File: src/hw/lpdc_pkg.sv
// ============================================================
// shared constants and types
package lpdc_pkg;
  // ============================================================
  // widths
  localparam int NBANK = 4;
  localparam int BA_W = 2;
  localparam int A_W = 13;
  localparam int DQ_W = 16;
  localparam int LANE_W = 8;
  localparam int LANES = 2;
  localparam int BEATS = 4;
  localparam int AP_BIT = 10;
  localparam int CNT_W = 8;
  localparam int SEQ_W = 4;
  typedef logic [CNT_W-1:0] lpdc_cnt_t;

  // ============================================================
  // clocking
  localparam int CLK_PS = 100000;
  localparam int CK_DIV = 2;
  localparam int TCK_PS = CLK_PS * CK_DIV;
  localparam bit FAST_GRADE = 1'b0;

  // ============================================================
  // times in ps or in clocks, figures as printed
  localparam int RRD_F_PS = 12000;
  localparam int RRD_S_PS = 15000;
  localparam int WR_F_PS = 12000;
  localparam int WR_S_PS = 15000;
  localparam int RAS_F_PS = 42000;
  localparam int RAS_S_PS = 45000;
  localparam int RP_F_PS = 18000;
  localparam int RP_S_PS = 22500;
  localparam int RCD_F_PS = 18000;
  localparam int RCD_S_PS = 22500;
  localparam int RFC_PS = 70000;
  localparam int XSR_PS = 120000;
  localparam int XSR_MIN_CK = 2;
  localparam int WTR_CK = 1;
  localparam int XP_CK = 1;
  localparam int WL_CK = 1;
  localparam int BURST_CK = 2;

  // ps minimum to whole link clocks, rounded up, never below one
  function automatic int ps_to_ck(input int ps);
    int n;
    n = (ps + TCK_PS - 1) / TCK_PS;
    return (n < 1) ? 1 : n;
  endfunction : ps_to_ck

  localparam int T_RRD = ps_to_ck(FAST_GRADE ? RRD_F_PS : RRD_S_PS);
  localparam int T_WR = ps_to_ck(FAST_GRADE ? WR_F_PS : WR_S_PS);
  localparam int T_RAS = ps_to_ck(FAST_GRADE ? RAS_F_PS : RAS_S_PS);
  localparam int T_RP = ps_to_ck(FAST_GRADE ? RP_F_PS : RP_S_PS);
  localparam int T_RCD = ps_to_ck(FAST_GRADE ? RCD_F_PS : RCD_S_PS);
  localparam int T_RFC = ps_to_ck(RFC_PS);
  localparam int T_XSR0 = ps_to_ck(XSR_PS);
  localparam int T_XSR = (T_XSR0 < XSR_MIN_CK) ? XSR_MIN_CK : T_XSR0;
  localparam int T_DAL = T_WR + T_RP;

  // ============================================================
  // timer load values (spacing minus one)
  localparam lpdc_cnt_t L_RRD = CNT_W'(T_RRD - 1);
  localparam lpdc_cnt_t L_RAS = CNT_W'(T_RAS - 1);
  localparam lpdc_cnt_t L_RP = CNT_W'(T_RP - 1);
  localparam lpdc_cnt_t L_RCD = CNT_W'(T_RCD - 1);
  localparam lpdc_cnt_t L_RFC = CNT_W'(T_RFC - 1);
  localparam lpdc_cnt_t L_XP = CNT_W'(XP_CK - 1);
  localparam lpdc_cnt_t L_XSR = CNT_W'(T_XSR - 1);
  localparam lpdc_cnt_t L_WTR = CNT_W'(WL_CK + BURST_CK + WTR_CK - 1);
  localparam lpdc_cnt_t L_WREC = CNT_W'(WL_CK + BURST_CK + T_WR - 1);
  localparam lpdc_cnt_t L_WDAL = CNT_W'(WL_CK + BURST_CK + T_DAL - 1);
  localparam lpdc_cnt_t L_RDAP = CNT_W'(BURST_CK + T_RP - 1);
  localparam lpdc_cnt_t L_RDPRE = CNT_W'(BURST_CK - 1);

  // ============================================================
  // burst sequencer positions, in clk cycles after the command
  localparam logic [SEQ_W-1:0] WS_DQ_FIRST = 4'h2;
  localparam logic [SEQ_W-1:0] WS_DQ_LAST = 4'h5;
  localparam logic [SEQ_W-1:0] WS_DQS_FIRST = 4'h3;
  localparam logic [SEQ_W-1:0] WS_DQS_LAST = 4'h6;
  localparam logic [SEQ_W-1:0] WS_END = 4'h7;
  localparam logic [SEQ_W-1:0] RS_CAP_FIRST = 4'h8;
  localparam logic [SEQ_W-1:0] RS_CAP_LAST = 4'hb;
  localparam logic [SEQ_W-1:0] RS_END = 4'hc;

  // ============================================================
  // pin codes {cs_n, ras_n, cas_n, we_n}
  localparam logic [3:0] PIN_NOP = 4'h7;
  localparam logic [3:0] PIN_ACT = 4'h3;
  localparam logic [3:0] PIN_RD = 4'h5;
  localparam logic [3:0] PIN_WR = 4'h4;
  localparam logic [3:0] PIN_PRE = 4'h2;
  localparam logic [3:0] PIN_REF = 4'h1;

  typedef enum logic [2:0] {
    C_ACT = 3'b000,
    C_READ = 3'b001,
    C_WRITE = 3'b010,
    C_PRE = 3'b011,
    C_REF = 3'b100,
    C_PDE = 3'b101,
    C_SRE = 3'b110,
    C_EXIT = 3'b111
  } lpdc_cmd_e;

  typedef enum logic [1:0] {
    P_RUN = 2'b00,
    P_PD = 2'b01,
    P_SR = 2'b10
  } lpdc_pwr_e;
endpackage : lpdc_pkg

File: src/hw/lpdc_tmr_if.sv
`timescale 1ns/10ps
`default_nettype none
// ============================================================
// scheduler to timer bank
interface lpdc_tmr_if;
  logic tick;
  logic ld_act;
  logic ld_rd;
  logic ld_wr;
  logic ld_pre;
  logic ld_ref;
  logic ld_pdx;
  logic ld_srx;
  logic a10;
  logic [lpdc_pkg::BA_W-1:0] bank;
  logic [lpdc_pkg::NBANK-1:0] act_ok;
  logic [lpdc_pkg::NBANK-1:0] rw_ok;
  logic [lpdc_pkg::NBANK-1:0] pre_ok;
  logic [lpdc_pkg::NBANK-1:0] ap_ok;
  logic [lpdc_pkg::NBANK-1:0] rp_ok;
  logic rd_ok;
  logic cmd_ok;
  modport ctl (output tick, ld_act, ld_rd, ld_wr, ld_pre, ld_ref, ld_pdx, ld_srx, a10, bank,
               input act_ok, rw_ok, pre_ok, ap_ok, rp_ok, rd_ok, cmd_ok);
  modport tmr (input tick, ld_act, ld_rd, ld_wr, ld_pre, ld_ref, ld_pdx, ld_srx, a10, bank,
               output act_ok, rw_ok, pre_ok, ap_ok, rp_ok, rd_ok, cmd_ok);
endinterface : lpdc_tmr_if
`default_nettype wire

File: src/hw/lpdc_host.sv
`timescale 1ns/10ps
`default_nettype none
// Contract
// - space activates to different banks apart
// - wait after write data before read
// - wait one clock after power-down exit
// - wait after self refresh exit
// - honour write recovery before precharge
// - auto-precharge write to activate delay
// - auto-precharge only once activate-to-precharge met
// - drive write strobe preamble
// - drive write strobe postamble in range
// - strobe valid at the write command
// - one strobe and mask per byte
// - keep clock duty within limits
// - clock enable high during refresh
module lpdc_host (
  input wire logic clk,
  input wire logic resetn,
  input wire logic req_valid,
  output logic req_ready,
  input wire lpdc_pkg::lpdc_cmd_e req_cmd,
  input wire logic [lpdc_pkg::BA_W-1:0] req_bank,
  input wire logic [lpdc_pkg::A_W-1:0] req_addr,
  input wire logic [lpdc_pkg::DQ_W*lpdc_pkg::BEATS-1:0] req_wdata,
  input wire logic [lpdc_pkg::LANES*lpdc_pkg::BEATS-1:0] req_wmask,
  output logic rd_valid,
  output logic [lpdc_pkg::DQ_W*lpdc_pkg::BEATS-1:0] rd_data,
  output logic mem_ck,
  output logic mem_ck_n,
  output logic mem_cke,
  output logic mem_cs_n,
  output logic mem_ras_n,
  output logic mem_cas_n,
  output logic mem_we_n,
  output logic [lpdc_pkg::BA_W-1:0] mem_ba,
  output logic [lpdc_pkg::A_W-1:0] mem_a,
  output logic [lpdc_pkg::DQ_W-1:0] mem_dq_o,
  output logic [lpdc_pkg::LANES-1:0] mem_dq_oe,
  input wire logic [lpdc_pkg::DQ_W-1:0] mem_dq_i,
  output logic [lpdc_pkg::LANES-1:0] mem_dqs_o,
  output logic [lpdc_pkg::LANES-1:0] mem_dqs_oe,
  output logic [lpdc_pkg::LANES-1:0] mem_dm_o
);
  localparam int WD_W = lpdc_pkg::DQ_W * lpdc_pkg::BEATS;
  localparam int WM_W = lpdc_pkg::LANES * lpdc_pkg::BEATS;
  localparam int IDX_W = 2;

  lpdc_tmr_if ti ();

  logic ck_r;
  logic ck_n_r;
  logic ready_r;
  logic pend_r;
  lpdc_pkg::lpdc_cmd_e pcmd_r;
  logic [lpdc_pkg::BA_W-1:0] pbank_r;
  logic [lpdc_pkg::A_W-1:0] paddr_r;
  logic [WD_W-1:0] pwdata_r;
  logic [WM_W-1:0] pmask_r;
  lpdc_pkg::lpdc_pwr_e pwr_r;
  logic cke_r;
  logic [3:0] pins_r;
  logic [lpdc_pkg::BA_W-1:0] ba_r;
  logic [lpdc_pkg::A_W-1:0] a_r;
  logic wact_r;
  logic [lpdc_pkg::SEQ_W-1:0] wcnt_r;
  logic [WD_W-1:0] wbuf_r;
  logic [WM_W-1:0] wmask_r;
  logic [lpdc_pkg::DQ_W-1:0] dq_o_r;
  logic [lpdc_pkg::LANES-1:0] dq_oe_r;
  logic [lpdc_pkg::LANES-1:0] dqs_o_r;
  logic [lpdc_pkg::LANES-1:0] dqs_oe_r;
  logic [lpdc_pkg::LANES-1:0] dm_r;
  logic ract_r;
  logic [lpdc_pkg::SEQ_W-1:0] rcnt_r;
  logic [lpdc_pkg::DQ_W-1:0] dq_s1_r;
  logic [lpdc_pkg::DQ_W-1:0] dq_s2_r;
  logic [WD_W-1:0] rbuf_r;
  logic rd_valid_r;

  logic slot;
  logic go;
  logic exit_now;
  logic busy;
  logic ap;
  logic [3:0] pins_nxt;

  function automatic logic in_win(input logic [lpdc_pkg::SEQ_W-1:0] v,
                                  input logic [lpdc_pkg::SEQ_W-1:0] lo,
                                  input logic [lpdc_pkg::SEQ_W-1:0] hi);
    return v >= lo && v <= hi;
  endfunction : in_win

  function automatic logic [IDX_W-1:0] beat_idx(input logic [lpdc_pkg::SEQ_W-1:0] v,
                                               input logic [lpdc_pkg::SEQ_W-1:0] first);
    return IDX_W'(v - first);
  endfunction : beat_idx

  lpdc_timers u_tmr (
    .clk(clk),
    .resetn(resetn),
    .t(ti.tmr)
  );

  // ============================================================
  // link clock divider
  always_ff @(posedge clk or negedge resetn) begin
    if (!resetn) begin
      ck_r <= 1'b0;
      ck_n_r <= 1'b1;
    end else begin
      ck_r <= ~ck_r;
      ck_n_r <= ck_r;
    end
  end

  // commands change as the link clock falls
  assign slot = ck_r;
  assign busy = wact_r || ract_r;
  assign ap = paddr_r[lpdc_pkg::AP_BIT];

  // ============================================================
  // request intake
  always_ff @(posedge clk or negedge resetn) begin
    if (!resetn) begin
      pend_r <= 1'b0;
      ready_r <= 1'b1;
      pcmd_r <= lpdc_pkg::C_EXIT;
      pbank_r <= '0;
      paddr_r <= '0;
      pwdata_r <= '0;
      pmask_r <= '0;
    end else if (req_valid && ready_r) begin
      pend_r <= 1'b1;
      ready_r <= 1'b0;
      pcmd_r <= req_cmd;
      pbank_r <= req_bank;
      paddr_r <= req_addr;
      pwdata_r <= req_wdata;
      pmask_r <= req_wmask;
    end else if (go) begin
      pend_r <= 1'b0;
      ready_r <= 1'b1;
    end
  end

  // ============================================================
  // scheduler
  always_comb begin
    go = 1'b0;
    exit_now = 1'b0;
    pins_nxt = lpdc_pkg::PIN_NOP;
    ti.tick = slot;
    ti.bank = pbank_r;
    ti.a10 = ap;
    ti.ld_act = 1'b0;
    ti.ld_rd = 1'b0;
    ti.ld_wr = 1'b0;
    ti.ld_pre = 1'b0;
    ti.ld_ref = 1'b0;
    ti.ld_pdx = 1'b0;
    ti.ld_srx = 1'b0;
    if (slot && pend_r) begin
      if (pwr_r != lpdc_pkg::P_RUN) begin
        exit_now = 1'b1;
        ti.ld_pdx = pwr_r == lpdc_pkg::P_PD;
        ti.ld_srx = pwr_r == lpdc_pkg::P_SR;
      end else if (ti.cmd_ok) begin
        unique case (pcmd_r)
          lpdc_pkg::C_ACT: begin
            if (ti.act_ok[pbank_r]) begin
              go = 1'b1;
              pins_nxt = lpdc_pkg::PIN_ACT;
              ti.ld_act = 1'b1;
            end
          end
          lpdc_pkg::C_READ: begin
            if (ti.rw_ok[pbank_r] && ti.rd_ok && !busy && (!ap || ti.ap_ok[pbank_r])) begin
              go = 1'b1;
              pins_nxt = lpdc_pkg::PIN_RD;
              ti.ld_rd = 1'b1;
            end
          end
          lpdc_pkg::C_WRITE: begin
            if (ti.rw_ok[pbank_r] && !busy && (!ap || ti.ap_ok[pbank_r])) begin
              go = 1'b1;
              pins_nxt = lpdc_pkg::PIN_WR;
              ti.ld_wr = 1'b1;
            end
          end
          lpdc_pkg::C_PRE: begin
            if (ap ? &ti.pre_ok : ti.pre_ok[pbank_r]) begin
              go = 1'b1;
              pins_nxt = lpdc_pkg::PIN_PRE;
              ti.ld_pre = 1'b1;
            end
          end
          lpdc_pkg::C_REF: begin
            if (&ti.rp_ok && !busy) begin
              go = 1'b1;
              pins_nxt = lpdc_pkg::PIN_REF;
              ti.ld_ref = 1'b1;
            end
          end
          lpdc_pkg::C_PDE: begin
            go = !busy;
          end
          lpdc_pkg::C_SRE: begin
            if (&ti.rp_ok && !busy) begin
              go = 1'b1;
              pins_nxt = lpdc_pkg::PIN_REF;
            end
          end
          lpdc_pkg::C_EXIT: begin
            go = 1'b1;
          end
        endcase
      end
    end
  end

  // ============================================================
  // power state and clock enable
  always_ff @(posedge clk or negedge resetn) begin
    if (!resetn) begin
      pwr_r <= lpdc_pkg::P_RUN;
      cke_r <= 1'b1;
    end else if (exit_now) begin
      pwr_r <= lpdc_pkg::P_RUN;
      cke_r <= 1'b1;
    end else if (go && pcmd_r == lpdc_pkg::C_PDE) begin
      pwr_r <= lpdc_pkg::P_PD;
      cke_r <= 1'b0;
    end else if (go && pcmd_r == lpdc_pkg::C_SRE) begin
      pwr_r <= lpdc_pkg::P_SR;
      cke_r <= 1'b0;
    end
  end

  // ============================================================
  // command pins, one link clock per command
  always_ff @(posedge clk or negedge resetn) begin
    if (!resetn) begin
      pins_r <= lpdc_pkg::PIN_NOP;
      ba_r <= '0;
      a_r <= '0;
    end else if (slot) begin
      pins_r <= pins_nxt;
      if (go) begin
        ba_r <= pbank_r;
        a_r <= paddr_r;
      end
    end
  end

  // ============================================================
  // write burst sequencer
  always_ff @(posedge clk or negedge resetn) begin
    if (!resetn) begin
      wact_r <= 1'b0;
      wcnt_r <= '0;
      wbuf_r <= '0;
      wmask_r <= '0;
    end else if (ti.ld_wr) begin
      wact_r <= 1'b1;
      wcnt_r <= lpdc_pkg::SEQ_W'(1);
      wbuf_r <= pwdata_r;
      wmask_r <= pmask_r;
    end else if (wact_r) begin
      wcnt_r <= wcnt_r + 1'b1;
      wact_r <= wcnt_r != lpdc_pkg::WS_END;
    end
  end

  // strobes: low from the command, toggle per beat, half-clock postamble
  always_ff @(posedge clk or negedge resetn) begin
    if (!resetn) begin
      dqs_o_r <= '0;
      dqs_oe_r <= '0;
    end else if (ti.ld_wr) begin
      dqs_oe_r <= '1;
      dqs_o_r <= '0;
    end else if (wact_r) begin
      if (in_win(wcnt_r, lpdc_pkg::WS_DQS_FIRST, lpdc_pkg::WS_DQS_LAST)) begin
        dqs_o_r <= {lpdc_pkg::LANES{wcnt_r[0]}};
      end
      if (wcnt_r == lpdc_pkg::WS_END) begin
        dqs_oe_r <= '0;
      end
    end
  end

  // data and masks, lane by lane
  always_ff @(posedge clk or negedge resetn) begin
    if (!resetn) begin
      dq_o_r <= '0;
      dq_oe_r <= '0;
      dm_r <= '0;
    end else if (wact_r && in_win(wcnt_r, lpdc_pkg::WS_DQ_FIRST, lpdc_pkg::WS_DQ_LAST)) begin
      for (int l = 0; l < lpdc_pkg::LANES; l++) begin
        dq_oe_r[l] <= 1'b1;
        dq_o_r[l*lpdc_pkg::LANE_W +: lpdc_pkg::LANE_W] <=
          wbuf_r[beat_idx(wcnt_r, lpdc_pkg::WS_DQ_FIRST)*lpdc_pkg::DQ_W + l*lpdc_pkg::LANE_W +: lpdc_pkg::LANE_W];
        dm_r[l] <= wmask_r[beat_idx(wcnt_r, lpdc_pkg::WS_DQ_FIRST)*lpdc_pkg::LANES + l];
      end
    end else begin
      dq_oe_r <= '0;
      dm_r <= '0;
    end
  end

  // ============================================================
  // read return
  always_ff @(posedge clk or negedge resetn) begin
    if (!resetn) begin
      dq_s1_r <= '0;
      dq_s2_r <= '0;
    end else begin
      dq_s1_r <= mem_dq_i;
      dq_s2_r <= dq_s1_r;
    end
  end

  always_ff @(posedge clk or negedge resetn) begin
    if (!resetn) begin
      ract_r <= 1'b0;
      rcnt_r <= '0;
    end else if (ti.ld_rd) begin
      ract_r <= 1'b1;
      rcnt_r <= lpdc_pkg::SEQ_W'(1);
    end else if (ract_r) begin
      rcnt_r <= rcnt_r + 1'b1;
      ract_r <= rcnt_r != lpdc_pkg::RS_END;
    end
  end

  always_ff @(posedge clk or negedge resetn) begin
    if (!resetn) begin
      rbuf_r <= '0;
      rd_valid_r <= 1'b0;
    end else begin
      rd_valid_r <= ract_r && rcnt_r == lpdc_pkg::RS_END;
      if (ract_r && in_win(rcnt_r, lpdc_pkg::RS_CAP_FIRST, lpdc_pkg::RS_CAP_LAST)) begin
        rbuf_r[beat_idx(rcnt_r, lpdc_pkg::RS_CAP_FIRST)*lpdc_pkg::DQ_W +: lpdc_pkg::DQ_W] <= dq_s2_r;
      end
    end
  end

  // ============================================================
  // outputs
  assign req_ready = ready_r;
  assign rd_valid = rd_valid_r;
  assign rd_data = rbuf_r;
  assign mem_ck = ck_r;
  assign mem_ck_n = ck_n_r;
  assign mem_cke = cke_r;
  assign mem_cs_n = pins_r[3];
  assign mem_ras_n = pins_r[2];
  assign mem_cas_n = pins_r[1];
  assign mem_we_n = pins_r[0];
  assign mem_ba = ba_r;
  assign mem_a = a_r;
  assign mem_dq_o = dq_o_r;
  assign mem_dq_oe = dq_oe_r;
  assign mem_dqs_o = dqs_o_r;
  assign mem_dqs_oe = dqs_oe_r;
  assign mem_dm_o = dm_r;
endmodule : lpdc_host
`default_nettype wire

File: src/hw/lpdc_timers.sv
`timescale 1ns/10ps
`default_nettype none
// ============================================================
// per-bank and global spacing timers
module lpdc_timers (
  input wire logic clk,
  input wire logic resetn,
  lpdc_tmr_if.tmr t
);
  lpdc_pkg::lpdc_cnt_t rcd_r [lpdc_pkg::NBANK];
  lpdc_pkg::lpdc_cnt_t ras_r [lpdc_pkg::NBANK];
  lpdc_pkg::lpdc_cnt_t rp_r [lpdc_pkg::NBANK];
  lpdc_pkg::lpdc_cnt_t wrr_r [lpdc_pkg::NBANK];
  lpdc_pkg::lpdc_cnt_t rrd_r;
  lpdc_pkg::lpdc_cnt_t wtr_r;
  lpdc_pkg::lpdc_cnt_t gate_r;

  function automatic lpdc_pkg::lpdc_cnt_t step(input lpdc_pkg::lpdc_cnt_t c, input logic tk);
    return (tk && c != '0) ? c - 1'b1 : c;
  endfunction : step

  // ============================================================
  // per-bank timers
  always_ff @(posedge clk or negedge resetn) begin
    if (!resetn) begin
      for (int b = 0; b < lpdc_pkg::NBANK; b++) begin
        rcd_r[b] <= '0;
        ras_r[b] <= '0;
        rp_r[b] <= '0;
        wrr_r[b] <= '0;
      end
    end else begin
      for (int b = 0; b < lpdc_pkg::NBANK; b++) begin
        if (t.ld_act && t.bank == lpdc_pkg::BA_W'(b)) begin
          rcd_r[b] <= lpdc_pkg::L_RCD;
          ras_r[b] <= lpdc_pkg::L_RAS;
        end else begin
          rcd_r[b] <= step(rcd_r[b], t.tick);
          ras_r[b] <= step(ras_r[b], t.tick);
        end
        if (t.ld_pre && (t.a10 || t.bank == lpdc_pkg::BA_W'(b))) begin
          rp_r[b] <= lpdc_pkg::L_RP;
        end else if (t.ld_wr && t.a10 && t.bank == lpdc_pkg::BA_W'(b)) begin
          rp_r[b] <= lpdc_pkg::L_WDAL;
        end else if (t.ld_rd && t.a10 && t.bank == lpdc_pkg::BA_W'(b)) begin
          rp_r[b] <= lpdc_pkg::L_RDAP;
        end else begin
          rp_r[b] <= step(rp_r[b], t.tick);
        end
        if (t.ld_wr && t.bank == lpdc_pkg::BA_W'(b)) begin
          wrr_r[b] <= lpdc_pkg::L_WREC;
        end else if (t.ld_rd && t.bank == lpdc_pkg::BA_W'(b)) begin
          wrr_r[b] <= lpdc_pkg::L_RDPRE;
        end else begin
          wrr_r[b] <= step(wrr_r[b], t.tick);
        end
      end
    end
  end

  // ============================================================
  // global timers
  always_ff @(posedge clk or negedge resetn) begin
    if (!resetn) begin
      rrd_r <= '0;
      wtr_r <= '0;
      gate_r <= '0;
    end else begin
      rrd_r <= t.ld_act ? lpdc_pkg::L_RRD : step(rrd_r, t.tick);
      wtr_r <= t.ld_wr ? lpdc_pkg::L_WTR : step(wtr_r, t.tick);
      if (t.ld_ref) begin
        gate_r <= lpdc_pkg::L_RFC;
      end else if (t.ld_pdx) begin
        gate_r <= lpdc_pkg::L_XP;
      end else if (t.ld_srx) begin
        gate_r <= lpdc_pkg::L_XSR;
      end else begin
        gate_r <= step(gate_r, t.tick);
      end
    end
  end

  // ============================================================
  // readiness flags
  always_comb begin
    for (int b = 0; b < lpdc_pkg::NBANK; b++) begin
      t.rp_ok[b] = rp_r[b] == '0;
      t.act_ok[b] = rp_r[b] == '0 && rrd_r == '0;
      t.rw_ok[b] = rcd_r[b] == '0;
      t.pre_ok[b] = ras_r[b] == '0 && wrr_r[b] == '0;
      t.ap_ok[b] = ras_r[b] == '0;
    end
    t.rd_ok = wtr_r == '0;
    t.cmd_ok = gate_r == '0;
  end
endmodule : lpdc_timers
`default_nettype wire

File: config.mk
export PLATFORM = sky130hd
export DESIGN_NAME = lpdc_host
export DESIGN_NICKNAME = d
export VERILOG_FILES = /design/src/hw/lpdc_pkg.sv /design/src/hw/lpdc_tmr_if.sv /design/src/hw/lpdc_host.sv /design/src/hw/lpdc_timers.sv
export SDC_FILE = /design/constraint.sdc
export NUM_CORES = 1
export LEC_CHECK = 0
export ABC_AREA = 1
export BUFFER_PORTS_ARGS = -buffer_cell sky130_fd_sc_hd__buf_2
export CORE_UTILIZATION = 55
export DETAILED_ROUTE_END_ITERATION = 7
export GPL_ROUTABILITY_DRIVEN = 1
export PLACE_DENSITY = 0.75
export SLEW_MARGIN = 20
export SYNTH_ARGS = -nofsm -noshare
export SYNTH_HDL_FRONTEND = slang
export SYNTH_HIERARCHICAL = 1
export SYNTH_SLANG_ARGS = --single-unit
File: constraint.sdc
create_clock -name clk -period 4.9 [get_ports clk]
set_clock_uncertainty 0.05 [all_clocks]
set_input_delay 0.245 -clock clk [delete_from_list [all_inputs] [get_ports clk]]
set_output_delay 0.245 -clock clk [all_outputs]
set_load 0.005 [all_outputs]
==> run summary, run 1 <==
Status = complete, no violations
# rows = 73
Synthesized-area fraction occupied by adder cells = 2.68%
Setup crit start kind = register
Dominant cell type by area after synthesis = dfrtp_1
Number of I/O pins = 221
Top_reg_cell synth = dfrtp_1
Drt first-iter violations = 1721
Top cells by area, synth = dfrtp_1 51%, nand2_1 12%, o21ai_0 6.7%
Seq/Total Area, Yosys = 52.2%
Root Buffer = clkbuf_16
Final nets = 3169
Yosys reg bits = 467
Worst endpoint required time = 5.31 ns
Synth Warn # = 6
Worst Reg-to-Reg Cells = 16
Worst R2R End = u_tmr/rcd_r[29]
Area Overhead vs Synth = 18.8%
Max VDD drop = 0.368 mV
Synth cell types = 48
Async SR Flop Fraction = 100%
Via count = 19600
Max FO, Critical Path = 12
Clock Pin Slew Worst Setup and Hold Paths = 0.06 ns
Post-cts sizing count = 0
Total global-route track usage = 27.2%
CTS tree = built
Clk sink count = 467
Final period utilization = 66.0%
Worst Hold Slack = 0.249 ns
Worst hold stages = 4
Total Wirelength = 56.2 mm
Slew @ Worst Pin = 1.05 ns
Final hold vios = 0
Post-layout util = 66.6%
Kind of end point of the critical path = register
Pin count of the biggest net entering global routing = 142
Synth top area share = 51.2%
Die width = 204 um
Layout cells sized above 1 = 13.3%
Initial Utilization = 56.1%
GPL Wtd Cong = 0.887
Final TNS setup = 0 ns
Critical Path Slowest Stage Cell = dfrtp_1
Via/cell ratio = 5.47
# DRC = 0
Slew HR = 30.0%
Critical path arrival = 3.65 ns
Reg2reg start = u_tmr/rrd_r[3]
Max Clock Freq = 309 MHz
Final setup violation count = 0
Main combinational cell family by area after synthesis = simple AND/OR/NAND/NOR gates
Fin crit period = 3.24 ns
Syn Inst Count = 2713
P_leak = 0.0138 uW
Critical path class = reg -> reg
CP peak stage delay = 0.40 ns
Unrepaired setup endpoints after global routing = no
Syn_nets = 2870
Critical path cell sequence = inv_1 -> nand2_1 -> nor2_1 -> nand3_1 -> nor3_1 -> nand2_1 -> a32oi_1 -> nand2_1 -> nor2_1 -> inv_2 -> nor2_4 -> inv_1 -> nand2_2 -> inv_1 -> nand2_1 -> o21ai_0
IO Port Bufs = 219
CTS Hold Buffers Added = 107
CTS max path bufs = 3
Vias in the first global route = 18800
Inst Count DP = 3380
Endpoint of the worst hold path = pend_r
Antenna-violating nets left = 0
Buffer count from post-CTS setup fixing = 0
1st-pass router iterations = 6
Global-route wire length before repair = 92.2 mm
Post-DR wirelength/cell = 15.7 um
Core area = 0.0399 mm2
Synth Area in XOR/XNOR = 1.76%
Filler instances = 3077
Post-Syn Area per Cell = 8.25 um2
Most common cell after layout, fill and taps aside = nand2_1
Post-detail-place hpwl = 35.2 mm
FF-to-FF setup slack = 1.66 ns
Most frequent cells in the layout = 720 x nand2_1, 457 x dfrtp_1, 310 x inv_1, 298 x o21ai_0, 236 x nor2_1
Die ar. = 0.0415 mm2
FF+latch area = 0.0117 mm2
Multi-input logic area = 0.00899 mm2
Slew Limit Fails = 0
Synth Area in Simple Gates = 24.3%
Mux share of post-synthesis cell area = 0%
CTS H-tree depth = 2
Max cap viols = 0
Cts bufs inserted = 48
Clk Latency, worst-skew pair = 0.59 ns
P per Cell Area = 561 mW/mm2
Worst hold path type = in -> reg
Post-synth EDFFs = 0
Synth Area in Compound Gates = 11.3%
Post-Syn Area = 0.0224 mm2
Worst hold path startpoint = req_valid
Non-Filler Instances = 3574
Worst path most repeated cell = nand2_1
Initial antenna violation count = 2
GRT overflow = 0
Die Ht = 204 um
routing by layer:
layer / global-route usage (%) / part of all wire [%] / vias to the layer above
met3: 4.20 / 6.1 / 132
met1: 36.5 / 43 / 9429
met2: 44.7 / 48 / 670
met5: 0 / 0.023 / -
met4: 10.4 / 2.9 / 2
li1: - / - / 9320
final cells by class:
cell class	instances	area share (%)
antenna	1	0.00941
clock buffer	70	5.55
clock inverter	16	0.805
inverter	323	4.60
multi-input combinational	1832	33.8
sequential	467	44.0
tap	525	2.47
timing repair buffer	340	8.77
stage by stage:
stage / setup WS, ns / cell area, um2 / total power [uW]
after floorplan: 2.42 / 22400 / 9520
after global placement: 1.84 / 23800 / 10700
after detailed placement: 1.77 / 23800 / 10900
after CTS: 1.74 / 26600 / 14900
after global routing: 1.30 / 26600 / 16000
final: 1.66 / 26600 / 14900
how the worst max path moves through the flow:
stage                      end            start  depth (start not counted)  slack (ns)
2_1_floorplan  u_tmr/rcd_r[13]   u_tmr/rrd_r[3]                         16        2.42
3_3_place_gp       rd_data[47]        rcnt_r[0]                          7        1.84
3_5_place_dp   u_tmr/wrr_r[23]  u_tmr/ras_r[16]                         17        1.77
4_1_cts        u_tmr/wrr_r[23]  u_tmr/ras_r[16]                         17        1.74
5_1_grt         u_tmr/rcd_r[5]   u_tmr/rrd_r[3]                         16        1.30
6_report       u_tmr/rcd_r[29]   u_tmr/rrd_r[3]                         16        1.66
report_power, final:
group | switching (uW) | leakage (uW) | total [uW] | internal (uW)
clock | 1550 | 0.000830 | 3850 | 2300
sequential | 945 | 0.00585 | 6110 | 5170
combinational | 3160 | 0.00712 | 4950 | 1790
critical path, delay by kind of cell (launching register included):
family          cells  cell delay [ns]
compound gates      2             0.37
buf+inv             4             0.66
flops               1             0.40
simple gates       10             1.61
Yosys cell counts (7+ instances only):
master    number
a21oi_1       57
a31oi_1       18
buf_2         21
buf_4         14
buf_6          9
clkbuf_1      46
dfrtp_1      458
dfstp_2        9
ha_1          48
inv_1        310
inv_2          8
nand2_1      721
nand2_2        9
nand3_1      188
nand4_1       62
nor2_1       237
nor2_2         9
nor2_4         8
nor3_1        23
o211ai_1      15
o21a_1         7
o21ai_0      298
o21ai_1       21
o21ai_2       26
xor2_1        45
flip-flops by register name (all words and copies together), names as in the netlist, 3 cells and up:
signal / count
pcmd_r: 3
wmask_r: 8
pmask_r: 8
u_tmr/rrd_r: 8
rd_data: 64
u_tmr/rp_r: 32
u_tmr/gate_r: 8
u_tmr/rcd_r: 32
u_tmr/wtr_r: 8
pins_r: 3
wcnt_r: 4
dq_s2_r: 16
mem_dq_o: 16
wbuf_r: 64
u_tmr/ras_r: 32
u_tmr/wrr_r: 32
pwdata_r: 64
mem_a: 13
paddr_r: 13
dq_s1_r: 16
rcnt_r: 4
kinds of logic after synthesis:
| logic type | count (synthesis) |
|---|---|
| other | 1 |
| flip-flops | 467 |
| XOR/XNOR | 45 |
| AO/OA/AOI/OAI | 459 |
| buffers and inverters | 414 |
| adder cells (fa/ha/maj) | 48 |
| AND/OR/NAND/NOR | 1279 |
Power figures use the tool's default switching activity.
==> run 2, diff against run 1 <==
--- a/config.mk
+++ b/config.mk
@@ -5,12 +5,12 @@
 export SDC_FILE = /design/constraint.sdc
 export NUM_CORES = 1
 export LEC_CHECK = 0
-export ABC_AREA = 1
+export ABC_AREA = 0
 export BUFFER_PORTS_ARGS = -buffer_cell sky130_fd_sc_hd__buf_2
-export CORE_UTILIZATION = 55
+export CORE_UTILIZATION = 54
 export DETAILED_ROUTE_END_ITERATION = 7
 export GPL_ROUTABILITY_DRIVEN = 1
-export PLACE_DENSITY = 0.75
+export PLACE_DENSITY = 0.77
 export SLEW_MARGIN = 20
 export SYNTH_ARGS = -nofsm -noshare
 export SYNTH_HDL_FRONTEND = slang
==> constraint.sdc (replaced) <==
create_clock -name clk -period 2.63 [get_ports clk]
set_clock_uncertainty 0.05 [all_clocks]
set_input_delay 0.1315 -clock clk [delete_from_list [all_inputs] [get_ports clk]]
set_output_delay 0.1315 -clock clk [all_outputs]
set_load 0.005 [all_outputs]
==> run 2 against run 1 <==
Compared with the run above:
- the run now ends with design-rule violations, negative setup slack left
- hold slack lost 0.23 ns
- non-clock buffer count is 351 higher
- combinational power grew 120%
- wire length increased by 55%
- register-to-register slack worse by 2.7 ns
- critical path depth is 3 lower
- clock power increased by 86%
- flip-flop and latch count is the same
- die area down 2.2%
- global-route usage is 7.0 points higher
- sequential power up 88%
- final cell count is 14% lower
- largest cell class unchanged
==> run summary, run 2 <==
Max FO, Critical Path = 7
Post-Syn Area per Cell = 11.5 um2
Worst hold path type = in -> async
CTS tree = built
Kind of end point of the critical path = register
Seq/Total Area, Yosys = 54.4%
Max VDD drop = 0.949 mV
Syn_nets = 2027
Unrepaired setup endpoints after global routing = yes
Top cells by area, synth = dfrtp_1 53%, mux2_2 8.0%, xor2_1 3.4%
Async SR Flop Fraction = 100%
Final hold vios = 0
Post-detail-place hpwl = 35.8 mm
Die ar. = 0.0406 mm2
Clk Latency, worst-skew pair = 0.65 ns
# rows = 72
Via count = 20300
FF-to-FF setup slack = -1.00 ns
Most frequent cells in the layout = 457 x dfrtp_1, 292 x buf_4, 218 x buf_2, 161 x nand2_1, 126 x mux2_2
Global-route wire length before repair = 109 mm
Setup crit start kind = register
Post-Syn Area = 0.0215 mm2
Final setup violation count = 257
Critical path class = reg -> reg
Syn Inst Count = 1870
Final period utilization = 138%
Die width = 202 um
Area Overhead vs Synth = 40.7%
Post-DR wirelength/cell = 28.4 um
Count leader, synth = dfrtp_1
P_leak = 0.0140 uW
Top_reg_cell synth = dfrtp_1
Initial antenna violation count = 14
GRT overflow = 0
Dominant cell type by area after synthesis = dfrtp_1
Via/cell ratio = 6.60
Worst endpoint required time = 3.07 ns
Status = complete, but fails checks
Initial Utilization = 55.2%
Die Ht = 202 um
P per Cell Area = 970 mW/mm2
Post-Route M1 WL = 28.5 mm
Critical path arrival = 4.07 ns
CTS H-tree depth = 2
Final TNS setup = -132.64 ns
Synth Warn # = 6
Slew @ Worst Pin = 1.26 ns
Met3 WL post-DR = 8.70 mm
Antenna-violating nets left = 0
Inst Count DP = 2782
Drt first-iter violations = 2368
DR top layer = met5
Slew Limit Fails = 0
Post-synth top cells = 458 x dfrtp_1, 186 x nor2_1, 163 x nand2_1, 153 x mux2_2, 98 x o21ai_0
Post-synth EDFFs = 0
Synth top area share = 53.3%
GPL Wtd Cong = 0.870
Final nets = 2666
Synth cell types = 81
Number of I/O pins = 221
Clk sink count = 467
Final WS setup = -1.00 ns
Yosys reg bits = 467
Non-Filler Instances = 3072
Total global-route track usage = 34.3%
Fin crit period = 3.63 ns
Dpl ws = -0.525 ns
Core area = 0.0389 mm2
Clock Pin Slew Worst Setup and Hold Paths = 0.07 ns
Vias in the first global route = 19200
Slew HR = 15.1%
Met2 wire len = 40.5 mm
Max Clock Freq = 275 MHz
Violated checks = design-rule violations, negative setup slack
CTS max path bufs = 3
Root Buffer = clkbuf_16
# DRC = 17
Max cap viols = 0
Most common cell after layout, fill and taps aside = dfrtp_1
Total Wirelength = 87.2 mm
Layout cells sized above 1 = 43.3%
1st-pass router iterations = 8
IO Port Bufs = 219
Cts bufs inserted = 48
Pin count of the biggest net entering global routing = 104
## run 2: cell count changes in the layout (fill, tap and decap cells not counted), moves of 29 or more
cell / before / now
mux2_2: 0 / 126
xor2_1: 45 / 83
buf_6: 0 / 31
a21oi_1: 57 / 18
nand3_1: 188 / 7
o21ai_0: 298 / 94
buf_4: 10 / 292
nand2_1: 720 / 161
nor2_4: 8 / 61
mux2_4: 0 / 78
nor2_1: 236 / 97
inv_1: 310 / 44
xnor2_1: 0 / 29
nand4_1: 62 / 18
## run 2: where the power goes
part           switching, uW  internal, uW  total, uW
Sequential              2210          9250      11500
Combinational           5650          5030      10700
Clock                   3260          3920       7180
Total                  11100         18200      29300
## run 2: cell type report
class / instances / area (um2)
Sequential cell: 467 / 11700
Multi-Input combinational cell: 1246 / 10500
Fill cell: 1991 / 8690
Timing Repair Buffer: 691 / 5580
Clock buffer: 72 / 1410
Tap cell: 518 / 648
Inverter: 55 / 206
Clock inverter: 12 / 140
Antenna cell: 11 / 27.5
## run 2: path summary, 6_finish.rpt
path / startpoint / endpoint / cells after the start
max: u_tmr/rcd_r[8] / u_tmr/rp_r[25] / 13
min in group clk: mem_dq_i[4] / dq_s1_r[4] / 2
max in group asynchronous: resetn / rd_data[12] / 4
max reg2reg: u_tmr/rcd_r[8] / u_tmr/rp_r[25] / 13
min: resetn / mem_a[9] / 2
min reg2reg: dq_s1_r[11] / dq_s2_r[11] / 0
## run 2: cell families after synthesis
kind of cell	synth area share, %
XOR/XNOR	4.56
AND/OR/NAND/NOR	13.6
other	0.0174
buffers and inverters	3.24
AO/OA/AOI/OAI	8.24
multiplexers	13.1
adder cells (fa/ha/maj)	2.79
flip-flops	54.4
## run 2: worst max-delay path, cell delays in order (launching register included)
cell and delay, ns:
dfrtp_1 0.40, inv_1 0.10, ha_2 0.19, or3b_4 0.41, nor3_4 0.34, mux2_4 0.27, a22oi_2 0.08, or2_4 0.31
nor3_4 0.22, buf_4 0.19, buf_6 0.13, nand2_1 0.10, a21oi_1 0.59, a2111oi_2 0.10
## run 2: metrics by stage
step / hold slack [ns] / utilization (%) / instance area [um2] / power [uW]
floorplan: -0.214 / - / 21800 / 15000
global route: 0.0650 / 77.6 / 30200 / 30000
detailed placement: 0.101 / 64.8 / 25200 / 18300
finish: 0.0221 / 77.7 / 30200 / 29300
CTS: 0.0629 / 74.0 / 28800 / 25900
global placement: 0.0961 / 64.8 / 25200 / 17800
## run 2: layer usage
| layer | vias up | global-route usage [%] |
|---|---|---|
| met5 | - | 0 |
| met4 | 8 | 20.1 |
| met3 | 800 | 6.15 |
| met2 | 1742 | 58.3 |
| met1 | 9873 | 40.8 |
| li1 | 7849 | - |
## run 2: timing repair
item                       4_1_cts  5_1_grt
cloned                           8        8
pin swaps                       25       83
setup endpoints to repair      226      249
hold buffers                   108        0
buffers inserted                37       50
hold endpoints to repair       428        0
resized for setup              126      255
